## src/include/emx_regs.svh

```systemverilog
// emx_regs.svh: register offsets, field positions, reset values and timing counts
// assumes: included by the core; defines only
`ifndef EMX_REGS_SVH
`define EMX_REGS_SVH
`define EMX_CFG_ADDR      8'h85
`define EMX_PAGE_ADDR     8'hAA
`define EMX_CFG_FAE_BIT   6
`define EMX_CFG_MUX_BIT   4
`define EMX_CFG_MAP_LSB   2
`define EMX_CFG_ALE_LSB   0
`define EMX_CFG_WMASK     8'h5F
`define EMX_CFG_RESET     8'h03
`define EMX_PAGE_RESET    8'h00
`define EMX_FIFO_LO       16'h0400
`define EMX_FIFO_HI       16'h07FF
// read/write strobe is held four cycles so the three-stage pin sampler settles inside it
`define EMX_RD_WR_CYC     3'h4
`define EMX_IRAM_4K_MASK  16'h0FFF
`define EMX_IRAM_2K_MASK  16'h07FF
`endif
```

## src/include/emx_pkg.sv

```systemverilog
// emx_pkg.sv: types for the external memory map and mux control block
// assumes: constants come from emx_regs.svh
package emx_pkg;
  typedef enum logic [1:0] {
    EMX_MAP_INT   = 2'h0,
    EMX_MAP_SPLIT = 2'h1,
    EMX_MAP_BANK  = 2'h2,
    EMX_MAP_EXT   = 2'h3
  } emx_map_e;

  typedef struct packed {
    logic       start;
    logic       wr;
    logic       wide;
    logic [15:0] ptr;
    logic [7:0] idx;
    logic [7:0] wdata;
  } emx_req_s;

  typedef struct packed {
    logic [7:0] ad_o;
    logic [7:0] ad_oe;
    logic [7:0] ahi_o;
    logic [7:0] ahi_oe;
    logic [7:0] alo_o;
    logic [7:0] alo_oe;
  } emx_pins_s;
endpackage

```

## src/core/emx_core.sv

```systemverilog
// emx_core.sv: external data memory map, page/config registers, bus cycle sequencer
// assumes: cpu pulses one request at a time and waits for o_done; registers on sfr port
`include "emx_regs.svh"
`timescale 1ns/1ps
`default_nettype none

module emx_core
  import emx_pkg::*;
#(
  parameter logic IRAM_4K = 1'b1
) (
  input  wire logic       i_clk_sys,
  input  wire logic       i_rstn,
  input  wire logic       i_ce,
  input  wire logic       i_sfr_wr,
  input  wire logic       i_sfr_rd,
  input  wire logic [7:0] i_sfr_addr,
  input  wire logic [7:0] i_sfr_wdata,
  input  wire emx_req_s   i_req,
  input  wire logic [7:0] i_ad_pin,
  output logic [7:0]      o_sfr_rdata,
  output logic            o_done,
  output logic [7:0]      o_rdata,
  output logic            o_sel_onchip,
  output logic            o_sel_fifo,
  output logic [15:0]     o_eff_addr,
  output emx_pins_s       o_pins,
  output logic            o_latch_strobe,
  output logic            o_rd_n,
  output logic            o_wr_n,
  output logic            o_bus_claim
);

  typedef enum logic [2:0] {
    ST_IDLE,
    ST_ALE_HI,
    ST_ALE_LO,
    ST_STROBE,
    ST_DONE
  } emx_st_e;

  logic [7:0]  cfg_r;
  logic [7:0]  page_r;
  emx_st_e     st_r;
  logic [2:0]  cnt_r;
  logic        wr_r;
  logic        hi_drive_r;
  logic [15:0] addr_r;
  logic [7:0]  wdata_r;
  logic [7:0]  ad_s1_r;
  logic [7:0]  ad_s2_r;
  logic [7:0]  ad_s3_r;
  logic [7:0]  ad_ok_r;
  logic        ad_agree;
  logic [7:0]  ad_settled;

  logic        fae;
  logic        mux_sep;
  emx_map_e    map_mode;
  logic [2:0]  ale_cyc;
  logic [15:0] eff;
  logic        hit_fifo;
  logic        onchip;
  logic [15:0] iram_mask;

  function automatic logic below_boundary(input logic [15:0] a, input logic [15:0] m);
    below_boundary = (a & ~m) == 16'h0000;
  endfunction

  assign fae       = cfg_r[`EMX_CFG_FAE_BIT];
  assign mux_sep   = cfg_r[`EMX_CFG_MUX_BIT];
  assign map_mode  = emx_map_e'(cfg_r[`EMX_CFG_MAP_LSB +: 2]);
  assign ale_cyc   = {1'b0, cfg_r[`EMX_CFG_ALE_LSB +: 2]} + 3'h1;
  assign iram_mask = IRAM_4K ? `EMX_IRAM_4K_MASK : `EMX_IRAM_2K_MASK;
  assign eff       = i_req.wide ? i_req.ptr : {page_r, i_req.idx};

  // fifo window wins over any ram at the same addresses
  assign hit_fifo = fae && eff >= `EMX_FIFO_LO && eff <= `EMX_FIFO_HI;

  always_comb begin
    case (map_mode)
      EMX_MAP_INT:   onchip = 1'b1;
      EMX_MAP_SPLIT: onchip = below_boundary(eff, iram_mask);
      EMX_MAP_BANK:  onchip = below_boundary(eff, iram_mask);
      EMX_MAP_EXT:   onchip = 1'b0;
      default:       onchip = 1'b1;
    endcase
  end

  always_ff @(posedge i_clk_sys or negedge i_rstn) begin
    if (!i_rstn) begin
      cfg_r  <= `EMX_CFG_RESET;
      page_r <= `EMX_PAGE_RESET;
    end else if (i_ce && i_sfr_wr) begin
      if (i_sfr_addr == `EMX_CFG_ADDR) begin
        cfg_r <= i_sfr_wdata & `EMX_CFG_WMASK;
      end
      if (i_sfr_addr == `EMX_PAGE_ADDR) begin
        page_r <= i_sfr_wdata;
      end
    end
  end

  always_ff @(posedge i_clk_sys or negedge i_rstn) begin
    if (!i_rstn) begin
      o_sfr_rdata <= 8'h00;
    end else if (i_ce) begin
      if (i_sfr_rd && i_sfr_addr == `EMX_CFG_ADDR) begin
        o_sfr_rdata <= cfg_r;
      end else if (i_sfr_rd && i_sfr_addr == `EMX_PAGE_ADDR) begin
        o_sfr_rdata <= page_r;
      end else begin
        o_sfr_rdata <= 8'h00;
      end
    end
  end

  // shared pins arrive asynchronously; accept a value once stages two and three agree
  always_ff @(posedge i_clk_sys or negedge i_rstn) begin
    if (!i_rstn) begin
      ad_s1_r <= 8'h00;
      ad_s2_r <= 8'h00;
      ad_s3_r <= 8'h00;
    end else if (i_ce) begin
      ad_s1_r <= i_ad_pin;
      ad_s2_r <= ad_s1_r;
      ad_s3_r <= ad_s2_r;
    end
  end

  // a pin value only counts once the last two sampler stages agree; otherwise keep the last one
  assign ad_agree   = ad_s2_r == ad_s3_r;
  assign ad_settled = ad_agree ? ad_s3_r : ad_ok_r;

  always_ff @(posedge i_clk_sys or negedge i_rstn) begin
    if (!i_rstn) begin
      ad_ok_r <= 8'h00;
    end else if (i_ce && ad_agree) begin
      ad_ok_r <= ad_s3_r;
    end
  end

  // request decode, published ahead of the done pulse's cycle, kept simple: one cycle after start
  always_ff @(posedge i_clk_sys or negedge i_rstn) begin
    if (!i_rstn) begin
      addr_r       <= 16'h0000;
      wdata_r      <= 8'h00;
      wr_r         <= 1'b0;
      hi_drive_r   <= 1'b0;
      o_sel_onchip <= 1'b0;
      o_sel_fifo   <= 1'b0;
      o_eff_addr   <= 16'h0000;
    end else if (i_ce && i_req.start && st_r == ST_IDLE) begin
      wr_r         <= i_req.wr;
      wdata_r      <= i_req.wdata;
      addr_r       <= eff;
      // an off-chip byte move in modes 01 and 11 leaves the high lines to the port latches
      hi_drive_r   <= i_req.wide || map_mode == EMX_MAP_BANK;
      o_sel_fifo   <= hit_fifo;
      o_sel_onchip <= !hit_fifo && onchip;
      o_eff_addr   <= (map_mode == EMX_MAP_INT) ? (eff & iram_mask) : eff;
    end
  end

  always_ff @(posedge i_clk_sys or negedge i_rstn) begin
    if (!i_rstn) begin
      st_r  <= ST_IDLE;
      cnt_r <= 3'h0;
    end else if (i_ce) begin
      case (st_r)
        ST_IDLE: begin
          if (i_req.start) begin
            if (hit_fifo || onchip) begin
              st_r <= ST_DONE;
            end else if (mux_sep) begin
              st_r  <= ST_STROBE;
              cnt_r <= `EMX_RD_WR_CYC;
            end else begin
              st_r  <= ST_ALE_HI;
              cnt_r <= ale_cyc;
            end
          end
        end
        ST_ALE_HI: begin
          if (cnt_r == 3'h1) begin
            st_r  <= ST_ALE_LO;
            cnt_r <= ale_cyc;
          end else begin
            cnt_r <= cnt_r - 3'h1;
          end
        end
        ST_ALE_LO: begin
          if (cnt_r == 3'h1) begin
            st_r  <= ST_STROBE;
            cnt_r <= `EMX_RD_WR_CYC;
          end else begin
            cnt_r <= cnt_r - 3'h1;
          end
        end
        ST_STROBE: begin
          if (cnt_r == 3'h1) begin
            st_r <= ST_DONE;
          end else begin
            cnt_r <= cnt_r - 3'h1;
          end
        end
        ST_DONE: begin
          st_r <= ST_IDLE;
        end
        default: begin
          st_r <= ST_IDLE;
        end
      endcase
    end
  end

  always_ff @(posedge i_clk_sys or negedge i_rstn) begin
    if (!i_rstn) begin
      o_latch_strobe <= 1'b0;
      o_rd_n         <= 1'b1;
      o_wr_n         <= 1'b1;
      o_bus_claim    <= 1'b0;
      o_done         <= 1'b0;
      o_rdata        <= 8'h00;
      o_pins         <= '0;
    end else if (i_ce) begin
      o_done <= (st_r == ST_DONE);
      case (st_r)
        ST_ALE_HI: begin
          o_bus_claim    <= 1'b1;
          o_latch_strobe <= 1'b1;
          o_pins.ad_o    <= addr_r[7:0];
          o_pins.ad_oe   <= 8'hFF;
          o_pins.ahi_o   <= addr_r[15:8];
          o_pins.ahi_oe  <= hi_drive_r ? 8'hFF : 8'h00;
          o_pins.alo_oe  <= 8'h00;
        end
        ST_ALE_LO: begin
          o_latch_strobe <= 1'b0;
          o_pins.ad_o    <= wdata_r;
          o_pins.ad_oe   <= wr_r ? 8'hFF : 8'h00;
        end
        ST_STROBE: begin
          o_bus_claim    <= 1'b1;
          o_latch_strobe <= 1'b0;
          o_rd_n         <= wr_r;
          o_wr_n         <= !wr_r;
          o_pins.ad_o    <= wdata_r;
          o_pins.ad_oe   <= wr_r ? 8'hFF : 8'h00;
          o_pins.ahi_o   <= addr_r[15:8];
          o_pins.ahi_oe  <= hi_drive_r ? 8'hFF : 8'h00;
          o_pins.alo_o   <= addr_r[7:0];
          o_pins.alo_oe  <= mux_sep ? 8'hFF : 8'h00;
        end
        default: begin
          if (o_rd_n == 1'b0) begin
            o_rdata <= ad_settled;
          end
          o_bus_claim    <= 1'b0;
          o_latch_strobe <= 1'b0;
          o_rd_n         <= 1'b1;
          o_wr_n         <= 1'b1;
          o_pins         <= '0;
        end
      endcase
    end
  end

endmodule

`default_nettype wire

```

## config.mk

```make
export PLATFORM = sky130hd
export DESIGN_NAME = emx_core
export DESIGN_NICKNAME = d
export VERILOG_FILES = /design/src/include/emx_pkg.sv /design/src/core/emx_core.sv
export VERILOG_INCLUDE_DIRS = /design/src /design/src/include
export SDC_FILE = /design/constraint.sdc
export NUM_CORES = 1
export LEC_CHECK = 0
export BUFFER_PORTS_ARGS = -buffer_cell sky130_fd_sc_hd__buf_2
export CAP_MARGIN = 20
export CELL_PAD_IN_SITES_DETAIL_PLACEMENT = 2
export CELL_PAD_IN_SITES_GLOBAL_PLACEMENT = 2
export CORE_ASPECT_RATIO = 0.7
export CORE_MARGIN = 4
export CORE_UTILIZATION = 36
export CTS_CLUSTER_DIAMETER = 80
export CTS_CLUSTER_SIZE = 30
export DETAILED_ROUTE_END_ITERATION = 8
export GPL_TIMING_DRIVEN = 1
export PLACE_DENSITY_LB_ADDON = 0.1
export SLEW_MARGIN = 20
export SYNTH_ARGS = -nofsm -noshare
export SYNTH_HDL_FRONTEND = slang
export SYNTH_SLANG_ARGS = --single-unit
```

## constraint.sdc

```tcl
create_clock -name i_clk_sys -period 3.1 [get_ports i_clk_sys]
set_clock_uncertainty 0.15 [all_clocks]
set_input_delay 0.62 -clock i_clk_sys [delete_from_list [all_inputs] [get_ports i_clk_sys]]
set_output_delay 0.62 -clock i_clk_sys [all_outputs]
set_load 0.02 [all_outputs]
```

==> impl_metrics.env, run 1 <==
export IMPL_cellPowerDensity_nw_per_um2=890
export IMPL_ir_drop_mv=0.357
export IMPL_regMostFlops="o_pins"
export IMPL_fin_crit_sh_pct=73.6
export IMPL_grt_busiest_layer="met2"
export IMPL_cts_buffer_depth=2
export IMPL_path_class="reg -> reg"
export IMPL_top_regs="o_pins: 27 flops, o_eff_addr: 16 flops"
export IMPL_whs_ns=0.0106
export IMPL_status="finished, final reports clean"
export IMPL_largest_register_ffs=27
export IMPL_yosys_area_share_simple_pct=11.8
export IMPL_final_cell_mix="buf_2 (149), dfrtp_1 (128), nand2_1 (80)"
export IMPL_worstPathArrival_ns=2.43
export IMPL_p_int_w=0.00404
export IMPL_cts_resized_gates=0
export IMPL_clk_pin_slew_ns=0.06
export IMPL_synth_adder_area_share_pct=1.41
export IMPL_cts_tree="yes"
export IMPL_tightest_slew_ns=0.790
export IMPL_synth_area_mux_share_pct=12.8
export IMPL_drv_cap=0
export IMPL_post_route_util_pct=45.0
export IMPL_use_met3_pct=4.66
export IMPL_grt_pass1_vias=4970
export IMPL_fillCellCount=1739
export IMPL_path_max_fanout=37
export IMPL_synth_xor_area_share_pct=1.31
export IMPL_p_clk_share_pct=27.9
export IMPL_start_kind="flip-flop"
export IMPL_synth_top_area_share_pct=53.1
export IMPL_setup_viol=0
export IMPL_synth_compound_area_share_pct=11.4
export IMPL_grt_max_degree=59
export IMPL_cts_setup_buffers=0
export IMPL_placed_cell_area_um2=6820
export IMPL_drt_drc_violations_left=0
export IMPL_netlist_instances=542
export IMPL_dieArea_um2=18900
export IMPL_antenna_found_initial=0
export IMPL_postCtsHoldBufs=0
export IMPL_layout_commonest_cell="buf_2"
export IMPL_gp_congestion=0.779
export IMPL_yosysTopAreaCell="dfrtp_1"
export IMPL_areaGrowthSynthToFinish_pct=22.1
export IMPL_synthTopCellsByArea="dfrtp_1 (53%), mux2_2 (8.0%), nand2_1 (5.0%)"
export IMPL_clock_latency_ns=0.42
export IMPL_ctsHtreeMaxLevel=4
export IMPL_slew_headroom_pct=47.1
export IMPL_synth_yosys_seq_area_share_pct=54.9
export IMPL_gr_usage_all_layers_pct=18.7
export IMPL_core_area_um2=16300
export IMPL_syn_area_um2=6030
export IMPL_finalSetupTns_ns=0
export IMPL_async_flop_share_pct=100
export IMPL_cts_root_buf="clkbuf_16"
export IMPL_avgSynthCellArea_um2=11.1
export IMPL_synth_edf_count=0
export IMPL_layout_area_seq_um2=3310
export IMPL_netSwitchingPower_w=0.00251
export IMPL_std_cell_rows=39
export IMPL_ys_flop_type="dfrtp_1"
export IMPL_overflow=0
export IMPL_drt_vias_per_instance=5.05
export IMPL_hpwl_um=12700
export IMPL_use_met2_pct=30.2
export IMPL_stdcell_area_um2=7360
export IMPL_rsz0062_at_grt="false"
export IMPL_ys_ff_latch=132
export IMPL_worstSetupEndpointType="flip-flop"
export IMPL_die_y_um=116
export IMPL_pre_cts_slack_ns=0.600
export IMPL_seqPwrFrac_pct=40.8
export IMPL_switching_share_pct=38.3
export IMPL_vias=4552
export IMPL_cts_buffers_inserted=17
export IMPL_grt_pass1_wl_um=27900
export IMPL_fin_crit_ns=2.28
export IMPL_drv_slew=0
export IMPL_multiInputGateArea_um2=2340
export IMPL_max_freq_mhz=438
export IMPL_nets=734
export IMPL_io_pins=151
export IMPL_clock_sinks=132
export IMPL_hold_viol=0
export IMPL_met1_usage_pct=25.4
export IMPL_initial_core_util_pct=36.9
export IMPL_leakage_nw=3.74
export IMPL_numPortBuffers=150
export IMPL_ys_warn_count=0
export IMPL_synth_top_family_by_area="multiplexers"
export IMPL_antennaDiodeCount=0
export IMPL_min_path_type="in -> async"
export IMPL_setup_ws_ns=0.817
export IMPL_ys_types=58
export IMPL_cp_required_ns=3.25
export IMPL_antenna_left=0
export IMPL_drive_gt1_share_pct=37.1
export IMPL_die_x_um=163
export IMPL_first_pass_iters=4
export IMPL_drt_iter0_drc=170
export IMPL_wl_per_cell_um=19.1
export IMPL_pwr_share_comb_pct=31.4
export IMPL_drt_total_wl_um=17200
export IMPL_syn_num_nets=612
logic make-up (layout without fill, tap and decap cells):
kind of cell / count (synthesis) / in the layout
buffers and inverters: 68 / 203
xor gates and xnor gates: 9 / 9
AOI/OAI and AO/OA: 101 / 101
DFF: 132 / 132
and+or+nand+nor: 154 / 154
adders and majority gates: 7 / 7
muxes: 71 / 71
power groups by stage:
| stage | Sequential (W) | Clock [W] | Combinational [W] |
|---|---|---|---|
| floorplan | 0.00281 | 0 | 0.00130 |
| global placement | 0.00267 | 0 | 0.00199 |
| detailed placement | 0.00270 | 0 | 0.00207 |
| CTS | 0.00268 | 0.00188 | 0.00209 |
| global route | 0.00275 | 0.00197 | 0.00226 |
| finish | 0.00267 | 0.00182 | 0.00205 |
area by class of cell:
class / count / area share, %
Clock buffer: 18 / 5.83
Timing Repair Buffer: 160 / 11.6
Inverter: 11 / 0.561
Tap cell: 225 / 3.82
Sequential cell: 132 / 44.9
Clock inverter: 14 / 1.43
Multi-Input combinational cell: 342 / 31.8
critical path, cell delays in order, from the launching register on:
cell     delay [ns]
dfrtp_1        0.61
nor3_2         0.42
nand3_2        0.38
buf_12         0.32
o31ai_1        0.29
final timing paths:
kind                                     start             end  slack [ns]  depth (start not counted)
worst max-delay path                   st_r[1]  o_eff_addr[15]        0.82                          4
min in group i_clk_sys                i_req[3]      wdata_r[3]        0.25                          3
worst min register to register  o_eff_addr[14]  o_eff_addr[14]        0.32                          2
worst min-delay path                    i_rstn      o_pins[24]        0.01                          1
max in group asynchronous               i_rstn        cfg_r[0]        1.94                          2
worst max register to register         st_r[1]  o_eff_addr[15]        0.82                          4
through the flow:
step           std cells  power [W]
6_report             902    0.00655
2_1_floorplan        542    0.00411
3_3_place_gp         870    0.00466
4_1_cts              902    0.00665
3_5_place_dp         870    0.00477
5_1_grt              902    0.00698
layer usage:
layer | vias to the layer above | routed length (um) | share of wire (%)
met3 | 12 | 958 | 5.6
met2 | 109 | 8000 | 46
met1 | 2313 | 8080 | 47
met5 | - | 0 | 0
li1 | 2118 | - | -
met4 | 0 | 179 | 1.0
synth_stat cells (all sizes together), types with 3 or more instances:
cell type,n
a21o,3
a21oi,13
a221o,8
a221oi,6
a22o,10
buf,39
clkbuf,18
dfrtp,128
dfstp,4
ha,6
inv,10
mux2,44
mux2i,27
nand2,81
nand2b,4
nand3,6
nor2,31
nor2b,9
nor3,6
nor4,3
o21ai,43
o31ai,4
xor2,8
Power figures use the tool's default switching activity.
==> inputs of run 2 (changes only) <==
CORE_UTILIZATION = 30   (was 36)
clock period = 1.8 ns   (was 3.1 ns; I/O delays follow)
==> run 2 against run 1 <==
Net effect:
- the flow now finishes with violations (negative setup slack)
- sequential power up 70%
- worst setup slack worse by 0.93 ns
- clock-buffer cell count unchanged
==> impl_metrics.env, run 2 (synthesis gave the netlist of run 1 again) <==
export IMPL_status="finished, violations left"
export IMPL_failed_checks="negative setup slack"
export IMPL_ctsHtreeMaxLevel=4
export IMPL_p_clk_share_pct=28.6
export IMPL_drt_iter0_drc=220
export IMPL_start_kind="flip-flop"
export IMPL_nets=803
export IMPL_max_freq_mhz=524
export IMPL_die_y_um=127
export IMPL_grt_pass1_vias=5318
export IMPL_layout_commonest_cell="buf_2"
export IMPL_gp_congestion=0.784
export IMPL_antenna_left=0
export IMPL_hold_viol=0
export IMPL_gr_usage_all_layers_pct=17.8
export IMPL_wl_per_cell_um=19.4
export IMPL_antennaDiodeCount=0
export IMPL_cp_required_ns=1.95
export IMPL_fin_cells=1015
export IMPL_overflow=0
export IMPL_pwr_share_comb_pct=34.3
export IMPL_switching_share_pct=37.5
export IMPL_clock_sinks=132
export IMPL_cts_buffer_depth=2
export IMPL_worstPathBufferInverterCount=1
export IMPL_largest_register_ffs=27
export IMPL_cts_root_buf="clkbuf_16"
export IMPL_std_cell_rows=43
export IMPL_cellPowerDensity_nw_per_um2=1500
export IMPL_worstPathArrival_ns=2.06
export IMPL_setup_viol=18
export IMPL_areaGrowthSynthToFinish_pct=35.8
export IMPL_placed_cell_area_um2=7330
export IMPL_rsz0062_at_grt="true"
export IMPL_clk_pin_slew_ns=0.06
export IMPL_final_cell_mix="buf_2 (149), dfrtp_1 (126), nand2_1 (79)"
export IMPL_seqPwrFrac_pct=37.1
export IMPL_drt_vias_per_instance=4.73
export IMPL_path_class="reg -> reg"
export IMPL_path_max_fanout=4
export IMPL_top_regs="o_pins: 27 flops, o_eff_addr: 16 flops"
export IMPL_fin_crit_ns=1.91
export IMPL_numPortBuffers=150
export IMPL_tightest_slew_ns=0.575
export IMPL_io_pins=151
export IMPL_fillCellCount=2125
export IMPL_netSwitchingPower_w=0.00459
export IMPL_cts_buffers_inserted=17
export IMPL_setup_ws_ns=-0.109
export IMPL_drt_drc_violations_left=0
export IMPL_dieArea_um2=22500
export IMPL_worstSetupEndpointType="flip-flop"
export IMPL_ir_drop_mv=0.514
export IMPL_core_area_um2=19800
export IMPL_die_x_um=177
export IMPL_drv_slew=0
export IMPL_grt_max_degree=54
export IMPL_clock_latency_ns=0.42
export IMPL_finalSetupTns_ns=-1.07
export IMPL_grt_pass1_wl_um=31200
export IMPL_dp_cells=973
export IMPL_cp_cell_sequence="inv_1 > ha_1 > nand2b_4 > maj3_1 > nand2_1 > o2bb2ai_1 > mux2_4"
export IMPL_critPathMaxStageDelay_ns=0.37
export IMPL_cp_slowest_cell="maj3_1"
export IMPL_fin_crit_sh_pct=106
export IMPL_slew_headroom_pct=61.5
export IMPL_drv_cap=0
export IMPL_min_path_type="in -> reg"
export IMPL_first_pass_iters=4
export IMPL_regMostFlops="o_pins"
export IMPL_post_route_util_pct=41.3
export IMPL_stdcell_area_um2=8190
export IMPL_leakage_nw=4.10
export IMPL_hpwl_um=14400
export IMPL_initial_core_util_pct=30.5
export IMPL_drive_gt1_share_pct=45.6
export IMPL_drt_total_wl_um=19600
export IMPL_crit_family="adder cells"
export IMPL_whs_ns=0.0179
export IMPL_p_int_w=0.00766
export IMPL_vias=4803
export IMPL_cts_tree="yes"
export IMPL_antenna_found_initial=0
[run 2: cell count changes in the layout (fill, tap and decap cells not counted), moves of 3 or more]
cell,change
nor2_1,-5
buf_4,+60
clkinv_2,-4
mux2i_1,-5
dlygate4sd3_1,+5
o21ai_0,-4
clkinvlp_4,+4
o21ai_1,+5
mux2i_2,+3
nor2_2,+4
buf_6,+3
[run 2: cell type report]
class,instances,area (um2),area share (%)
clock buffer,18,439,5.36
clock inverter,13,150,1.83
inverter,11,45.0,0.550
multi-input combinational,342,2490,30.4
sequential,132,3310,40.4
tap,270,338,4.13
timing repair buffer,229,1410,17.2
[run 2: worst register-to-register path: stages (launching register included)]
cell and delay [ns]:
dfrtp_1 0.36, inv_1 0.10, ha_1 0.22, nand2b_4 0.09, maj3_1 0.37, nand2_1 0.14
o2bb2ai_1 0.10, mux2_4 0.26
[run 2: worst paths after layout]
check	start	to	slack, ns	cells past startpoint
worst max-delay path	cnt_r[1]	cnt_r[0]	-0.11	7
worst max register to register	cnt_r[1]	cnt_r[0]	-0.11	7
max in group asynchronous	i_rstn	o_wr_n	0.64	3
min in group asynchronous	i_rstn	o_pins[9]	0.25	2
worst min-delay path	i_ad_pin[1]	ad_s1_r[1]	0.02	2
worst min register to register	o_bus_claim	o_bus_claim	0.32	1
[run 2: what timing repair did]
item	4_1_cts	5_1_grt
endpoints found under the setup margin	37	47
resized for setup	28	17
pin swaps	18	4
setup buffers	4	3
hold endpoints to repair	28	0
hold buffers	5	0
[run 2: routing by layer]
metal	global-route usage [%]	share of wire, %	wire length (um)
met5	0	0	0
met2	28.0	46	8970
met4	3.82	0.83	164
met3	4.02	5.2	1020
met1	25.3	48	9500
[run 2: metrics by stage]
step / total power [W] / worst slack [ns]
after floorplan: 0.00707 / -0.143
after global placement: 0.00841 / -0.270
after detailed placement: 0.00858 / -0.287
after CTS: 0.0123 / -0.110
after global routing: 0.0130 / -0.163
final: 0.0122 / -0.109
[run 2: power by group through the flow]
stage / Sequential, W / Combinational [W] / Clock (W)
2_1_floorplan: 0.00483 / 0.00224 / 0
3_3_place_gp: 0.00451 / 0.00390 / 0
3_5_place_dp: 0.00457 / 0.00401 / 0
4_1_cts: 0.00455 / 0.00418 / 0.00361
5_1_grt: 0.00467 / 0.00458 / 0.00377
6_report: 0.00454 / 0.00420 / 0.00351
==> inputs of run 3 (changes only) <==
clock period = 1.7 ns   (was 1.8 ns; I/O delays follow)
==> run 3 against run 2 <==
Net effect:
- the flow still finishes with violations (negative setup slack)
- largest power group is now combinational cells
- sequential power up 6.6%
- core utilization up 3.6 points
- register-to-register slack worse by 0.12 ns
- power up 14%
- largest cell class unchanged
- critical endpoint unchanged
==> impl_metrics.env, run 3 (synthesis gave the netlist of run 1 again) <==
export IMPL_status="finished, violations left"
export IMPL_failed_checks="negative setup slack"
export IMPL_clock_latency_ns=0.42
export IMPL_setup_viol=35
export IMPL_fin_crit_sh_pct=113
export IMPL_path_class="reg -> reg"
export IMPL_ctsHtreeMaxLevel=4
export IMPL_path_max_fanout=3
export IMPL_dieArea_um2=22500
export IMPL_wl_per_cell_um=19.8
export IMPL_cp_required_ns=1.85
export IMPL_std_cell_rows=43
export IMPL_min_path_type="in -> reg"
export IMPL_gp_congestion=0.812
export IMPL_clk_pin_slew_ns=0.06
export IMPL_nets=849
export IMPL_min_delay_start="i_sfr_wdata[2]"
export IMPL_initial_core_util_pct=30.5
export IMPL_cts_root_buf="clkbuf_16"
export IMPL_largest_register_ffs=27
export IMPL_fin_cells=1061
export IMPL_cts_buffers_inserted=17
export IMPL_worstSetupEndpointType="flip-flop"
export IMPL_pre_cts_slack_ns=-0.387
export IMPL_die_y_um=127
export IMPL_drv_slew=0
export IMPL_r2r_start="page_r[7]"
export IMPL_start_kind="flip-flop"
export IMPL_hold_end="cfg_r[2]"
export IMPL_antenna_left=0
export IMPL_ir_drop_mv=0.543
export IMPL_layout_area_seq_um2=3310
export IMPL_crit_family="simple AND/OR/NAND/NOR gates"
export IMPL_grt_pass1_wl_um=31800
export IMPL_gr_usage_all_layers_pct=18.2
export IMPL_worstPathBufferInverterCount=0
export IMPL_antenna_found_initial=0
export IMPL_cts_tree="yes"
export IMPL_worstPathArrival_ns=2.08
export IMPL_rsz0062_at_grt="true"
export IMPL_overflow=0
export IMPL_drive_gt1_share_pct=51.1
export IMPL_dp_cells=986
export IMPL_timing_rr_end="cnt_r[0]"
export IMPL_rrSetupSlack_ns=-0.22
export IMPL_critPathMaxStageDelay_ns=0.53
export IMPL_grt_max_degree=50
export IMPL_antennaDiodeCount=0
export IMPL_setup_ws_ns=-0.224
export IMPL_drt_iter0_drc=190
export IMPL_cp_slowest_cell="or4_4"
export IMPL_fillCellCount=2145
export IMPL_final_cell_mix="buf_2 (148), dfrtp_1 (126), buf_4 (82)"
export IMPL_grt_pass1_vias=5616
export IMPL_top_regs="o_pins: 27 flops, o_eff_addr: 16 flops"
export IMPL_cts_buffer_depth=2
export IMPL_numPortBuffers=150
export IMPL_clock_sinks=132
export IMPL_hold_viol=0
export IMPL_reg2reg_depth=5
export IMPL_drt_drc_violations_left=0
export IMPL_drv_cap=0
export IMPL_die_x_um=177
export IMPL_multiInputGateArea_um2=2640
export IMPL_areaGrowthSynthToFinish_pct=47.7
export IMPL_power_w=0.0140
export IMPL_slew_headroom_pct=73.6
export IMPL_cellPowerDensity_nw_per_um2=1570
export IMPL_drt_vias_per_instance=4.77
export IMPL_regMostFlops="o_pins"
export IMPL_drt_total_wl_um=21000
export IMPL_cp_cell_sequence="or4_4 > o22ai_4 > o221a_4 > nor2_4 > mux2_4"
export IMPL_layout_commonest_cell="buf_2"
export IMPL_max_freq_mhz=520
export IMPL_tightest_slew_ns=0.385
export IMPL_core_area_um2=19800
export IMPL_leakage_nw=4.42
export IMPL_io_pins=151
export IMPL_fin_crit_ns=1.92
export IMPL_first_pass_iters=4
export IMPL_hold_depth=3
export IMPL_vias=5064
export IMPL_hpwl_um=14700
run 3: cell type report:
type | instances | share of cell area (%)
multi-input combinational | 342 | 29.6
tap | 270 | 3.79
clock inverter | 13 | 1.94
clock buffer | 18 | 4.93
timing repair buffer | 275 | 22.0
inverter | 11 | 0.492
sequential | 132 | 37.2
run 3: what timing repair did:
item | in CTS | in global routing
pin swaps | 11 | 23
resized for setup | 42 | 78
setup endpoints to repair | 59 | 68
gates cloned | 2 | 6
buffers inserted | 11 | 10
endpoints found under the hold margin | 48 | 1
hold buffers | 16 | 1
run 3: per-stage QoR:
step / util, % / hold slack, ns / cell area, um2 / setup TNS [ns]
after CTS: 43.1 / 0.00115 / 8530 / -2.71
after global routing: 45.0 / -0.00120 / 8910 / -7.47
final: 45.0 / 0.0120 / 8910 / -3.01
after floorplan: - / -0.106 / 6060 / -1.44
after global placement: 37.7 / 0.0977 / 7470 / -4.41
after detailed placement: 37.7 / 0.0995 / 7470 / -7.53
run 3: tightest hold or removal path, cell delays in order:
cell and delay (ns):
buf_2 0.09, nand2_1 0.04, o21ai_0 0.06
run 3: layer usage:
metal	share of wire, %	GRT usage [%]
met1	47	24.9
met2	47	29.2
met3	5.1	4.32
met4	1.3	4.45
met5	0	0
run 3: worst max path at each step:
stage | slack (ns) | startpoint | to | depth (start not counted)
after floorplan | -0.22 | i_req[29] | cnt_r[0] | 5
after global placement | -0.35 | i_req[29] | cnt_r[0] | 6
after detailed placement | -0.39 | i_req[32] | cnt_r[0] | 6
after CTS | -0.21 | page_r[7] | cnt_r[0] | 5
after global routing | -0.27 | page_r[7] | cnt_r[0] | 5
final | -0.22 | page_r[7] | cnt_r[0] | 5
run 3: report_power, final:
group	leakage [nW]	total, W	internal [W]	switching, W
Clock	0.292	0.00386	0.00236	0.00150
Sequential	1.68	0.00484	0.00406	0.000777
Combinational	2.45	0.00530	0.00233	0.00297
